==> src/logic/spe_params.svh <==
`ifndef SPE_PARAMS_SVH
`define SPE_PARAMS_SVH

// ****************************************************************
// clock and serial timing
// ****************************************************************
`define SPE_CLK_PERIOD_NS   4
`define SPE_CLK_MHZ         250
`define SPE_HALF_BIT_NS     1000
`define SPE_HALF_BIT_CYC    (`SPE_HALF_BIT_NS / `SPE_CLK_PERIOD_NS)
`define SPE_READ_CYCLE_US   200
`define SPE_WRITE_CYCLE_US  100
`define SPE_PROG_TIMEOUT_MS 20

// ****************************************************************
// frame layout
// ****************************************************************
`define SPE_CMD_BITS        9
`define SPE_FRAME_BITS      25
`define SPE_LAST_CMD_BIT    5'h08
`define SPE_LAST_FRAME_BIT  5'h18
`define SPE_FIRST_DATA_BIT  5'h09

// ****************************************************************
// commands: start bit, opcode, address
// ****************************************************************
`define SPE_CMD_READ_W0     9'h180
`define SPE_CMD_READ_W1     9'h181
`define SPE_CMD_EWEN        9'h130
`define SPE_CMD_WRITE_W0    9'h140

// ****************************************************************
// word 0 contents
// ****************************************************************
`define SPE_WORD0_PAD       8'h00
`define SPE_ADDR_ZERO       7'h00
`define SPE_ADDR_MAX        7'h7F
`define SPE_ADDR_DEFAULT    7'h7E

`endif

==> src/logic/spe_pkg.sv <==
package spe_pkg;

  typedef enum logic [2:0]
  {
    ST_IDLE  = 3'b000,
    ST_SHIFT = 3'b001,
    ST_GAP   = 3'b011,
    ST_READY = 3'b010,
    ST_PAD   = 3'b110,
    ST_DONE  = 3'b111
  } spe_state_e;

  typedef struct packed
  {
    logic        lock;
    logic [6:0]  addr;
  } spe_addr_s;

  typedef struct packed
  {
    logic        lock;
    logic [6:0]  addr;
    logic [15:0] id;
  } spe_param_s;

endpackage

==> src/logic/spe_ctrl.sv <==
// How it works
// - serial-parameter enable and memory-type select both high route station parameters through the serial memory path.
// - read words 0 and 1 only; write only word 0.
// - after every reset in memory mode, fetch word 0 and word 1 into the parameter register.
// - address 0 or 127 read in triggers write-back of 126, lock cleared.
// - the ID word is never written; memory must hold it beforehand.
// - a write-enable command precedes every write command.
// - sequencer sets read or write flag; controller clears it on completion.
// - select, clock and data-out are low after reset in memory mode.
// - serial input carries read data and ready; sampled through a buffer.
// - read data shifts into an internal register, then read flag clears.
// - new address loads only from an error-free telegram; sequencer continues.
// - a write request is acknowledged, then baud-rate detection is requested.
// - a write request without memory attached answers with negative acknowledge.
// - each command is start bit 1, 2-bit opcode, 6-bit address.
// - read 110 addr 0/1, enable 100 addr 110000, write 101 addr 0.
// - no erase command is ever sent.
// - controller makes clock and select, shifts commands out, data in.
// - a full read cycle takes 200 microseconds.
// - a write takes at least 100 microseconds from its start, longer only if programming keeps ready low past that.
// - address-change-allowed high permits overwrite despite the lock flag.
`timescale 1ns/10ps
`include "spe_params.svh"

module spe_ctrl
  import spe_pkg::*;
#(
  parameter int unsigned READ_CYCLE_CYC   = `SPE_READ_CYCLE_US * `SPE_CLK_MHZ,
  parameter int unsigned WRITE_CYCLE_CYC  = `SPE_WRITE_CYCLE_US * `SPE_CLK_MHZ,
  parameter int unsigned PROG_TIMEOUT_CYC = `SPE_PROG_TIMEOUT_MS * 1000 * `SPE_CLK_MHZ
)
(
  // clock and reset
  input  wire logic       clk_sys,
  input  wire logic       reset_n,
  // configuration pins
  input  wire logic       serial_param_enable,
  input  wire logic       eeprom_or_shifter_select,
  input  wire logic       address_change_allowed,
  // control sequencer requests
  input  wire logic       read_req_set,
  input  wire logic       write_req_set,
  input  wire logic       telegram_ok,
  input  spe_addr_s       new_address,
  // control sequencer status
  output logic            read_req,
  output logic            write_req,
  output logic            write_accept,
  output logic            write_nack_rs,
  output logic            baud_detect_req,
  output logic            params_valid,
  output spe_param_s      params,
  // serial memory pins
  output logic            param_mem_select,
  output logic            param_mem_serial_clock,
  output logic            param_mem_serial_out,
  input  wire logic       param_mem_serial_in
);

  // ****************************************************************
  // decoding
  // ****************************************************************
  function automatic logic is_bad_addr(input logic [6:0] a);
    is_bad_addr = (a == `SPE_ADDR_ZERO) || (a == `SPE_ADDR_MAX);
  endfunction

  // only read, enable and write-word-0 exist here; no erase, no ID write
  function automatic logic [24:0] frame(input logic wr, input logic st, input spe_addr_s d);
    if (!wr)
      frame = {(st ? `SPE_CMD_READ_W1 : `SPE_CMD_READ_W0), 16'h0000};
    else if (!st)
      frame = {`SPE_CMD_EWEN, 16'h0000};
    else
      frame = {`SPE_CMD_WRITE_W0, `SPE_WORD0_PAD, d};
  endfunction

  // ****************************************************************
  // pin synchronisers
  // ****************************************************************
  logic [3:0]  pin_raw;
  logic [3:0]  pin_s1;
  logic [3:0]  pin_s2;
  logic        eeprom_mode;
  logic        aca_s;
  logic        di_s;

  assign pin_raw = {param_mem_serial_in, address_change_allowed,
                    eeprom_or_shifter_select, serial_param_enable};

  // the analog hysteresis lives in the pad; here only metastability is handled
  always_ff @(posedge clk_sys or negedge reset_n)
  begin
    if (!reset_n)
    begin
      pin_s1 <= 4'h0;
      pin_s2 <= 4'h0;
    end
    else
    begin
      pin_s1 <= pin_raw;
      pin_s2 <= pin_s1;
    end
  end

  assign eeprom_mode = pin_s2[0] & pin_s2[1];
  assign aca_s       = pin_s2[2];
  assign di_s        = pin_s2[3];

  // ****************************************************************
  // boot fetch trigger
  // ****************************************************************
  logic [1:0]  boot_cnt;
  logic        boot_fire;

  // wait for the straps to settle through the synchroniser before reading them
  always_ff @(posedge clk_sys or negedge reset_n)
  begin
    if (!reset_n)
      boot_cnt <= 2'h0;
    else if (boot_cnt != 2'h3)
      boot_cnt <= boot_cnt + 2'h1;
  end

  assign boot_fire = (boot_cnt == 2'h2);

  // ****************************************************************
  // state, divider and cycle counter
  // ****************************************************************
  spe_state_e  state;
  logic [7:0]  tick_cnt;
  logic        tick;
  logic [23:0] cyc_cnt;
  logic        done;

  assign tick = (tick_cnt == 8'(`SPE_HALF_BIT_CYC - 1));
  assign done = (state == ST_DONE);

  always_ff @(posedge clk_sys or negedge reset_n)
  begin
    if (!reset_n)
      tick_cnt <= 8'h00;
    else if (state == ST_IDLE || tick)
      tick_cnt <= 8'h00;
    else
      tick_cnt <= tick_cnt + 8'h01;
  end

  always_ff @(posedge clk_sys or negedge reset_n)
  begin
    if (!reset_n)
      cyc_cnt <= 24'h000000;
    else if (state == ST_IDLE)
      cyc_cnt <= 24'h000000;
    else
      cyc_cnt <= cyc_cnt + 24'h000001;
  end

  // ****************************************************************
  // request flags
  // ****************************************************************
  spe_addr_s   wr_data;
  logic        job_wr;
  logic        addr_written;
  logic        wr_ok;
  logic        auto_default;

  // after power-on the address may always be overwritten once
  assign wr_ok = eeprom_mode && telegram_ok && !write_req &&
                 (!params.lock || aca_s || !addr_written);
  assign auto_default = done && !job_wr && is_bad_addr(params.addr);

  // set wins over clear for the read flag; a write set is refused while write_req is high
  always_ff @(posedge clk_sys or negedge reset_n)
  begin
    if (!reset_n)
      read_req <= 1'b0;
    else if (eeprom_mode && (boot_fire || read_req_set))
      read_req <= 1'b1;
    else if (done && !job_wr)
      read_req <= 1'b0;
  end

  always_ff @(posedge clk_sys or negedge reset_n)
  begin
    if (!reset_n)
    begin
      write_req <= 1'b0;
      wr_data   <= '0;
    end
    else if (auto_default)
    begin
      write_req <= 1'b1;
      wr_data   <= '{lock: 1'b0, addr: `SPE_ADDR_DEFAULT};
    end
    else if (write_req_set && wr_ok)
    begin
      write_req <= 1'b1;
      wr_data   <= new_address;
    end
    else if (done && job_wr)
      write_req <= 1'b0;
  end

  // ****************************************************************
  // sequencer answers
  // ****************************************************************
  always_ff @(posedge clk_sys or negedge reset_n)
  begin
    if (!reset_n)
    begin
      write_accept    <= 1'b0;
      baud_detect_req <= 1'b0;
      write_nack_rs   <= 1'b0;
    end
    else
    begin
      write_accept    <= write_req_set && wr_ok;
      baud_detect_req <= write_accept;
      write_nack_rs   <= write_req_set && !eeprom_mode;
    end
  end

  // ****************************************************************
  // serial engine
  // ****************************************************************
  logic        step;
  logic        ewen_seen;
  logic [24:0] shreg;
  logic [4:0]  bit_idx;
  logic [4:0]  last_idx;
  logic [15:0] rx;

  always_ff @(posedge clk_sys or negedge reset_n)
  begin
    if (!reset_n)
    begin
      state                  <= ST_IDLE;
      job_wr                 <= 1'b0;
      step                   <= 1'b0;
      shreg                  <= '0;
      bit_idx                <= 5'h00;
      last_idx               <= 5'h00;
      rx                     <= 16'h0000;
      param_mem_select       <= 1'b0;
      param_mem_serial_clock <= 1'b0;
      param_mem_serial_out   <= 1'b0;
    end
    else
    begin
      unique case (state)
        ST_IDLE:
        begin
          param_mem_select       <= 1'b0;
          param_mem_serial_clock <= 1'b0;
          param_mem_serial_out   <= 1'b0;
          // a pending read goes first so a fresh boot image is never overwritten
          if (eeprom_mode && (read_req || write_req))
          begin
            job_wr               <= !read_req;
            step                 <= 1'b0;
            shreg                <= frame(!read_req, 1'b0, wr_data);
            param_mem_serial_out <= 1'b1;
            param_mem_select     <= 1'b1;
            bit_idx              <= 5'h00;
            last_idx             <= read_req ? `SPE_LAST_FRAME_BIT : `SPE_LAST_CMD_BIT;
            state                <= ST_SHIFT;
          end
        end
        ST_SHIFT:
        begin
          if (tick && !param_mem_serial_clock)
            param_mem_serial_clock <= 1'b1;
          else if (tick)
          begin
            param_mem_serial_clock <= 1'b0;
            if (!job_wr && bit_idx >= `SPE_FIRST_DATA_BIT)
              rx <= {rx[14:0], di_s};
            if (bit_idx == last_idx)
            begin
              param_mem_select     <= 1'b0;
              param_mem_serial_out <= 1'b0;
              state                <= ST_GAP;
            end
            else
            begin
              bit_idx              <= bit_idx + 5'h01;
              shreg                <= {shreg[23:0], 1'b0};
              param_mem_serial_out <= shreg[23];
            end
          end
        end
        ST_GAP:
        begin
          if (tick && !step)
          begin
            step                 <= 1'b1;
            shreg                <= frame(job_wr, 1'b1, wr_data);
            param_mem_serial_out <= 1'b1;
            param_mem_select     <= 1'b1;
            bit_idx              <= 5'h00;
            last_idx             <= `SPE_LAST_FRAME_BIT;
            state                <= ST_SHIFT;
          end
          else if (tick && job_wr)
          begin
            param_mem_select <= 1'b1;
            state            <= ST_READY;
          end
          else if (tick)
            state <= ST_PAD;
        end
        ST_READY:
        begin
          // a dead memory must not hang the write flag forever
          if (tick && (di_s || cyc_cnt >= 24'(PROG_TIMEOUT_CYC)))
          begin
            param_mem_select <= 1'b0;
            state            <= ST_PAD;
          end
        end
        ST_PAD:
        begin
          if (cyc_cnt >= (job_wr ? 24'(WRITE_CYCLE_CYC) : 24'(READ_CYCLE_CYC)))
            state <= ST_DONE;
        end
        ST_DONE:
          state <= ST_IDLE;
        default:
        begin
          param_mem_select       <= 1'b0;
          param_mem_serial_clock <= 1'b0;
          param_mem_serial_out   <= 1'b0;
          state                  <= ST_IDLE;
        end
      endcase
    end
  end

  // ****************************************************************
  // parameter register
  // ****************************************************************
  always_ff @(posedge clk_sys or negedge reset_n)
  begin
    if (!reset_n)
    begin
      params       <= '0;
      params_valid <= 1'b0;
      addr_written <= 1'b0;
      ewen_seen    <= 1'b0;
    end
    else
    begin
      if (state == ST_GAP && tick && !job_wr && !step)
        {params.lock, params.addr} <= rx[7:0];
      if (state == ST_GAP && tick && !job_wr && step)
        params.id <= rx;
      if (state == ST_GAP && tick && job_wr && !step)
        ewen_seen <= 1'b1;
      else if (done)
        ewen_seen <= 1'b0;
      if (done && !job_wr)
        params_valid <= 1'b1;
      if (done && job_wr)
      begin
        addr_written <= 1'b1;
        params.lock  <= wr_data.lock;
        params.addr  <= wr_data.addr;
      end
    end
  end
endmodule

==> config.mk <==
export PLATFORM = sky130hd
export DESIGN_NAME = spe_ctrl
export DESIGN_NICKNAME = d
export VERILOG_FILES = /design/src/logic/spe_pkg.sv /design/src/logic/spe_ctrl.sv
export VERILOG_INCLUDE_DIRS = /design/src /design/src/logic
export SDC_FILE = /design/constraint.sdc
export NUM_CORES = 1
export LEC_CHECK = 0
export BUFFER_PORTS_ARGS = -buffer_cell sky130_fd_sc_hd__buf_2
export CAP_MARGIN = 40
export CORE_ASPECT_RATIO = 1.5
export CORE_MARGIN = 4
export CORE_UTILIZATION = 60
export CTS_BUF_LIST = sky130_fd_sc_hd__clkbuf_2 sky130_fd_sc_hd__clkbuf_4 sky130_fd_sc_hd__clkbuf_8
export DETAILED_ROUTE_END_ITERATION = 8
export PLACE_DENSITY = 0.87
export SYNTH_ARGS = -nofsm -noshare
export SYNTH_HDL_FRONTEND = slang
export SYNTH_SLANG_ARGS = --single-unit
==> constraint.sdc <==
create_clock -name clk_sys -period 2.4 [get_ports clk_sys]
set_clock_uncertainty 0.05 [all_clocks]
set_input_delay 0.48 -clock clk_sys [delete_from_list [all_inputs] [get_ports clk_sys]]
set_output_delay 0.48 -clock clk_sys [all_outputs]
set_load 0.02 [all_outputs]
Yosys cells after proc, flatten, opt, wreduce, memory -nomap -nowiden --
Cells that the tools add are included.
Cells by class: reduce and logical (&&, ||, !) cells 53, eq/ne operators 21, mux-type cells 58, order comparisons 3, bitwise logic cells 5, $add $sub $neg 4
Operators with widths (count):
- 24-bit two-way mux | 8
- 24-bit case mux with 3 select lines | 1
- 5-bit two-way mux | 8
- 8-bit two-way mux | 5
- 3-bit two-way mux | 9
- 24-bit by 1-bit adder with 24-bit output (second input constant) | 1
- 24-bit by 16-bit greater-or-equal comparator with 1-bit output | 1
- 24-bit by 23-bit greater-or-equal comparator with 1-bit output (second input constant) | 1
- 1-bit logical AND | 19
- 1-bit two-way mux | 19
- 16-bit two-way mux | 1
- 2-bit != test (second input constant) | 8
- 3-bit case mux with 5 select lines | 1
- 5-bit case mux with 3 select lines | 1
- 6-bit AND reduction | 2
- 5-bit case mux with 2 select lines | 1
- 8-bit by 1-bit adder with 8-bit output (second input constant) | 1
- 8-bit == test (second input constant) | 1
- 1-bit zero test | 8
- 4-bit AND reduction | 2
- 2-bit nonzero test | 4
- 7-bit == test (second input constant) | 1
- 7-bit zero test | 1
- 1-bit logical OR | 7
- 24 further kinds | 33
Storage, ports and cells: flip-flop bits (word level) 139, word-level logic and storage cells 171, output and inout port bits 33, bits of input ports 17

Depth between registers and ports, before layout --
depth in word-level cells 7, gate-level depth with buffers 10, gate-level depth less buffers 8

Worst setup path before layout --
Ideal clock, no wire load.
path kind register to register, from register tick_cnt[1], to register rx[10], buffers on the path 2, arrival 1.883 ns, cell stages (with the launch flop) 10, library setup time 0.125 ns, path slack 0.343 ns, data required time 2.225 ns, cells stage by stage dfrtp_1 -> inv_1 -> ha_1 -> nand3b_4 -> nor2_2 -> buf_4 -> nand2_2 -> nor3_4 -> buf_6 -> mux2_2
On the way: word-level cells in the longest chain between the ends 4
RTL lines:
- start: declaration | RTL line spe_ctrl.sv:130 | logic [7:0] tick_cnt;
- start signal: assignment | RTL line spe_ctrl.sv:145 | tick_cnt <= tick_cnt + 8'h01;
- 8-bit == test (*) | RTL line spe_ctrl.sv:135 | assign tick = (tick_cnt == 8'(`SPE_HALF_BIT_CYC - 1));
- 1-bit logical AND | RTL line spe_ctrl.sv:271 | if (tick && !param_mem_serial_clock)
- 1-bit NOT (no source line)
- 4-bit AND reduction (no source line) (*)
- end signal: assignment | RTL line spe_ctrl.sv:277 | rx <= {rx[14:0], di_s};
- end: declaration | RTL line spe_ctrl.sv:231 | logic [15:0] rx;
Mark *: on every way between the ends. The rest lies on a longest branch, timed or not. A chain may end at the register's enable or synchronous reset.

Worst setup path after layout --
from register bit_idx[1], to register rx[9]
On the way: word-level cells in the longest chain between the ends 3
RTL lines:
- start: declaration | RTL line spe_ctrl.sv:229 | logic [4:0] bit_idx;
- start signal: assignment | RTL line spe_ctrl.sv:286 | bit_idx <= bit_idx + 5'h01;
- 5-bit by 4-bit greater-or-equal comparator with 1-bit output (no source line)
- 1-bit logical AND (no source line)
- 4-bit AND reduction (no source line)
Every way passes these cells.

==> run metrics <==
status finished clean; share of cells above drive strength 1 23.5%; Worst R2R Path Depth 7; pwr dens between 900 and 1000 mW/mm²; max-slew violations 0; Async SR Flop Fraction 100%; post-DP HPWL between 9 and 10 mm; Clk Tree Root Cell clkbuf_8; Post-Syn Area 0.00617 mm²; FF-to-FF Start bit_idx[1]; final std cells w/o fill 769; Synth area leader dfrtp_1; Final GP Congestion 0.868; Port Buffers 49; drt total wl between 10 and 15 mm; period utilization about nine tenths; Final Hold Viols 0; Finish-stage setup viols 0; GRT Overall Usage 23.6%; Starting DRT DRC Count 329; Initial Util between 60% and 70%; Post-route DRC 0; largest net degree at the start of global routing 53; post_cts resized 0; crit path DAT roughly 2500 ps; Ports 50; Hold Path Class primary input to asynchronous set/reset pin; dpl cells approximately 740; TritonCTS buffer count 17; CTS tree built; top cells by area, synth dfrtp_1, mux2_2, nand2_1; initial antenna violation count 0; Slew HR a little over half; WL/cell 17.5 µm; share of the yosys chip area belonging to registers 55.2%; antenna-violating nets left 0; LEAKAGE around 3.4 nW; WS Path Type flop to flop; gate count of the mapped netlist between 500 and 600; Area Growth Syn to Fin 14.3%; clk sinks between 100 and 150; min Tclk post-route between 2000 and 2500 ps; Cell Rows 45; H-tree Lvls 4; Final Util a little over two thirds; R2R setup slack approximately 220 ps; Synth top area share about 55%; Yosys cell types 60; core box area roughly 0.01 mm²; RSZ-0062 raised after global routing no; Via density ~6.0; Die Area around 0.012 mm²; worst skew pair latency about 440 ps; Fin Setup TNS 0 ps; VDD IR max 0.774 mV; nature of the critical path startpoint flop; Die Ht between 100 and 150 µm; Worst R2R End rx[9]; fmax 459 MHz; syn nets 608; CTS Buffer Depth 2; Worst-path clk slew 80 ps; Worst Path Max Fanout 16; #FFs+latches synth between 100 and 150; Yosys warnings 0; vias in the first global route roughly 4.7k; first drt pass iteration count 5; Avg Inst Size Synth approximately 11 µm²; EDFF count, synth 0; detailed-route via count 4,594; cts hold-fix bufs 0; most frequent cell after synthesis dfrtp_1; Die W between 90 and 100 µm; Synth Flop Type dfrtp_1; fin nets roughly 680; Post-CTS Setup Bufs 0; first-pass GRT wire length 22.7 mm; max_cap viols 0; Worst Max-Slew Pin Slew approximately 710 ps; gr ovfl total 0; Critical Path RT between 2000 and 3000 ps; top cells by count, synth dfrtp_1, nand2_1, nor2_1; crit end category flop; ANT cells 0
[cells in the final DEF, fill, tap and decap left out, drive strengths merged, types with 3 or more instances in the layout]
cell type    n
clkbuf      18
a31oi        3
dfrtp      136
mux2        34
nand3       24
a221o        4
mux2i        8
and3         4
or3          4
nor2        64
nand4        9
buf         68
nor3        10
o2111ai      3
nor4         4
ha          17
xor2        18
bufinv       5
nand2b       5
o21ai       30
inv         15
clkinv       5
xnor2       13
a22oi        7
or4          3
nand2       84
a21oi       24
and4         5
[report_power, final]
group | switching [mW] | internal [mW]
clock network | 0.872 | 1.24
registers | 0.389 | 2.63
logic | 1.00 | 0.629
[sequential cells by signal, indices dropped and copies added (netlist names), 5 cells and up]
name / flops
rx: 16
tick_cnt: 8
wr_data: 8
cyc_cnt: 24
params: 24
shreg: 24
bit_idx: 5
[worst max path at each step]
stage | start | end | slack, ps | depth (start not counted)
2_1_floorplan | tick_cnt[1] | rx[10] | 340 | 9
3_3_place_gp | tick_cnt[1] | shreg[0] | 330 | 8
3_5_place_dp | bit_idx[1] | rx[8] | 240 | 7
4_1_cts | bit_idx[1] | rx[9] | 240 | 7
5_1_grt | tick_cnt[1] | shreg[0] | 120 | 8
6_report | bit_idx[1] | rx[9] | 220 | 7
[cell families (layout without fill, tap and decap cells)]
| kind of cell | after synthesis | after routing | share of synthesized area, % |
|---|---|---|---|
| xor+xnor | 31 | 31 | 4.40 |
| mux | 42 | 42 | 7.51 |
| flops | 136 | 136 | 55.2 |
| buf+inv | 35 | 113 | 2.78 |
| compound gates | 87 | 87 | 8.78 |
| fa+ha+maj | 17 | 17 | 3.45 |
| simple gates | 226 | 226 | 17.9 |
[layer usage]
metal | vias up | share of wire, % | GRT usage [%] | wire, µm
met5 | - | 0 | 0 | 0
met4 | 0 | 2.2 | 8.22 | 298
met3 | 27 | 4.9 | 5.60 | 663
met2 | 150 | 56 | 43.7 | 7480
met1 | 2294 | 37 | 26.1 | 5010
li1 | 2123 | - | - | -
[metrics by stage]
step                      hold slack, ps  instance area (µm²)  total power [mW]  setup WS (ps)
final                               40.6                 7050              6.76            220
after global routing                65.1                 7050              7.14            117
after floorplan                      134                 6170              4.12            343
after CTS                           52.2                 7050              6.78            240
after detailed placement             290                 6610              4.67            243
after global placement               284                 6610              4.57            327
[critical path, stage by stage (launching register included)]
cell     delay (ps)
dfrtp_1         390
inv_1            90
ha_1            180
or4_1           520
a21oi_1         260
nor3_4           60
buf_4           210
mux2_2          300
[layout make-up]
type | count | area [µm²]
clock buffers | 18 | 241
clock inverters | 12 | 201
fillers | 678 | 3030
inverters | 15 | 56.3
multi-input cells | 403 | 2600
flip-flops and latches | 136 | 3400
well taps | 117 | 146
repair buffers | 68 | 403
(Power assumes the default switching activity.)
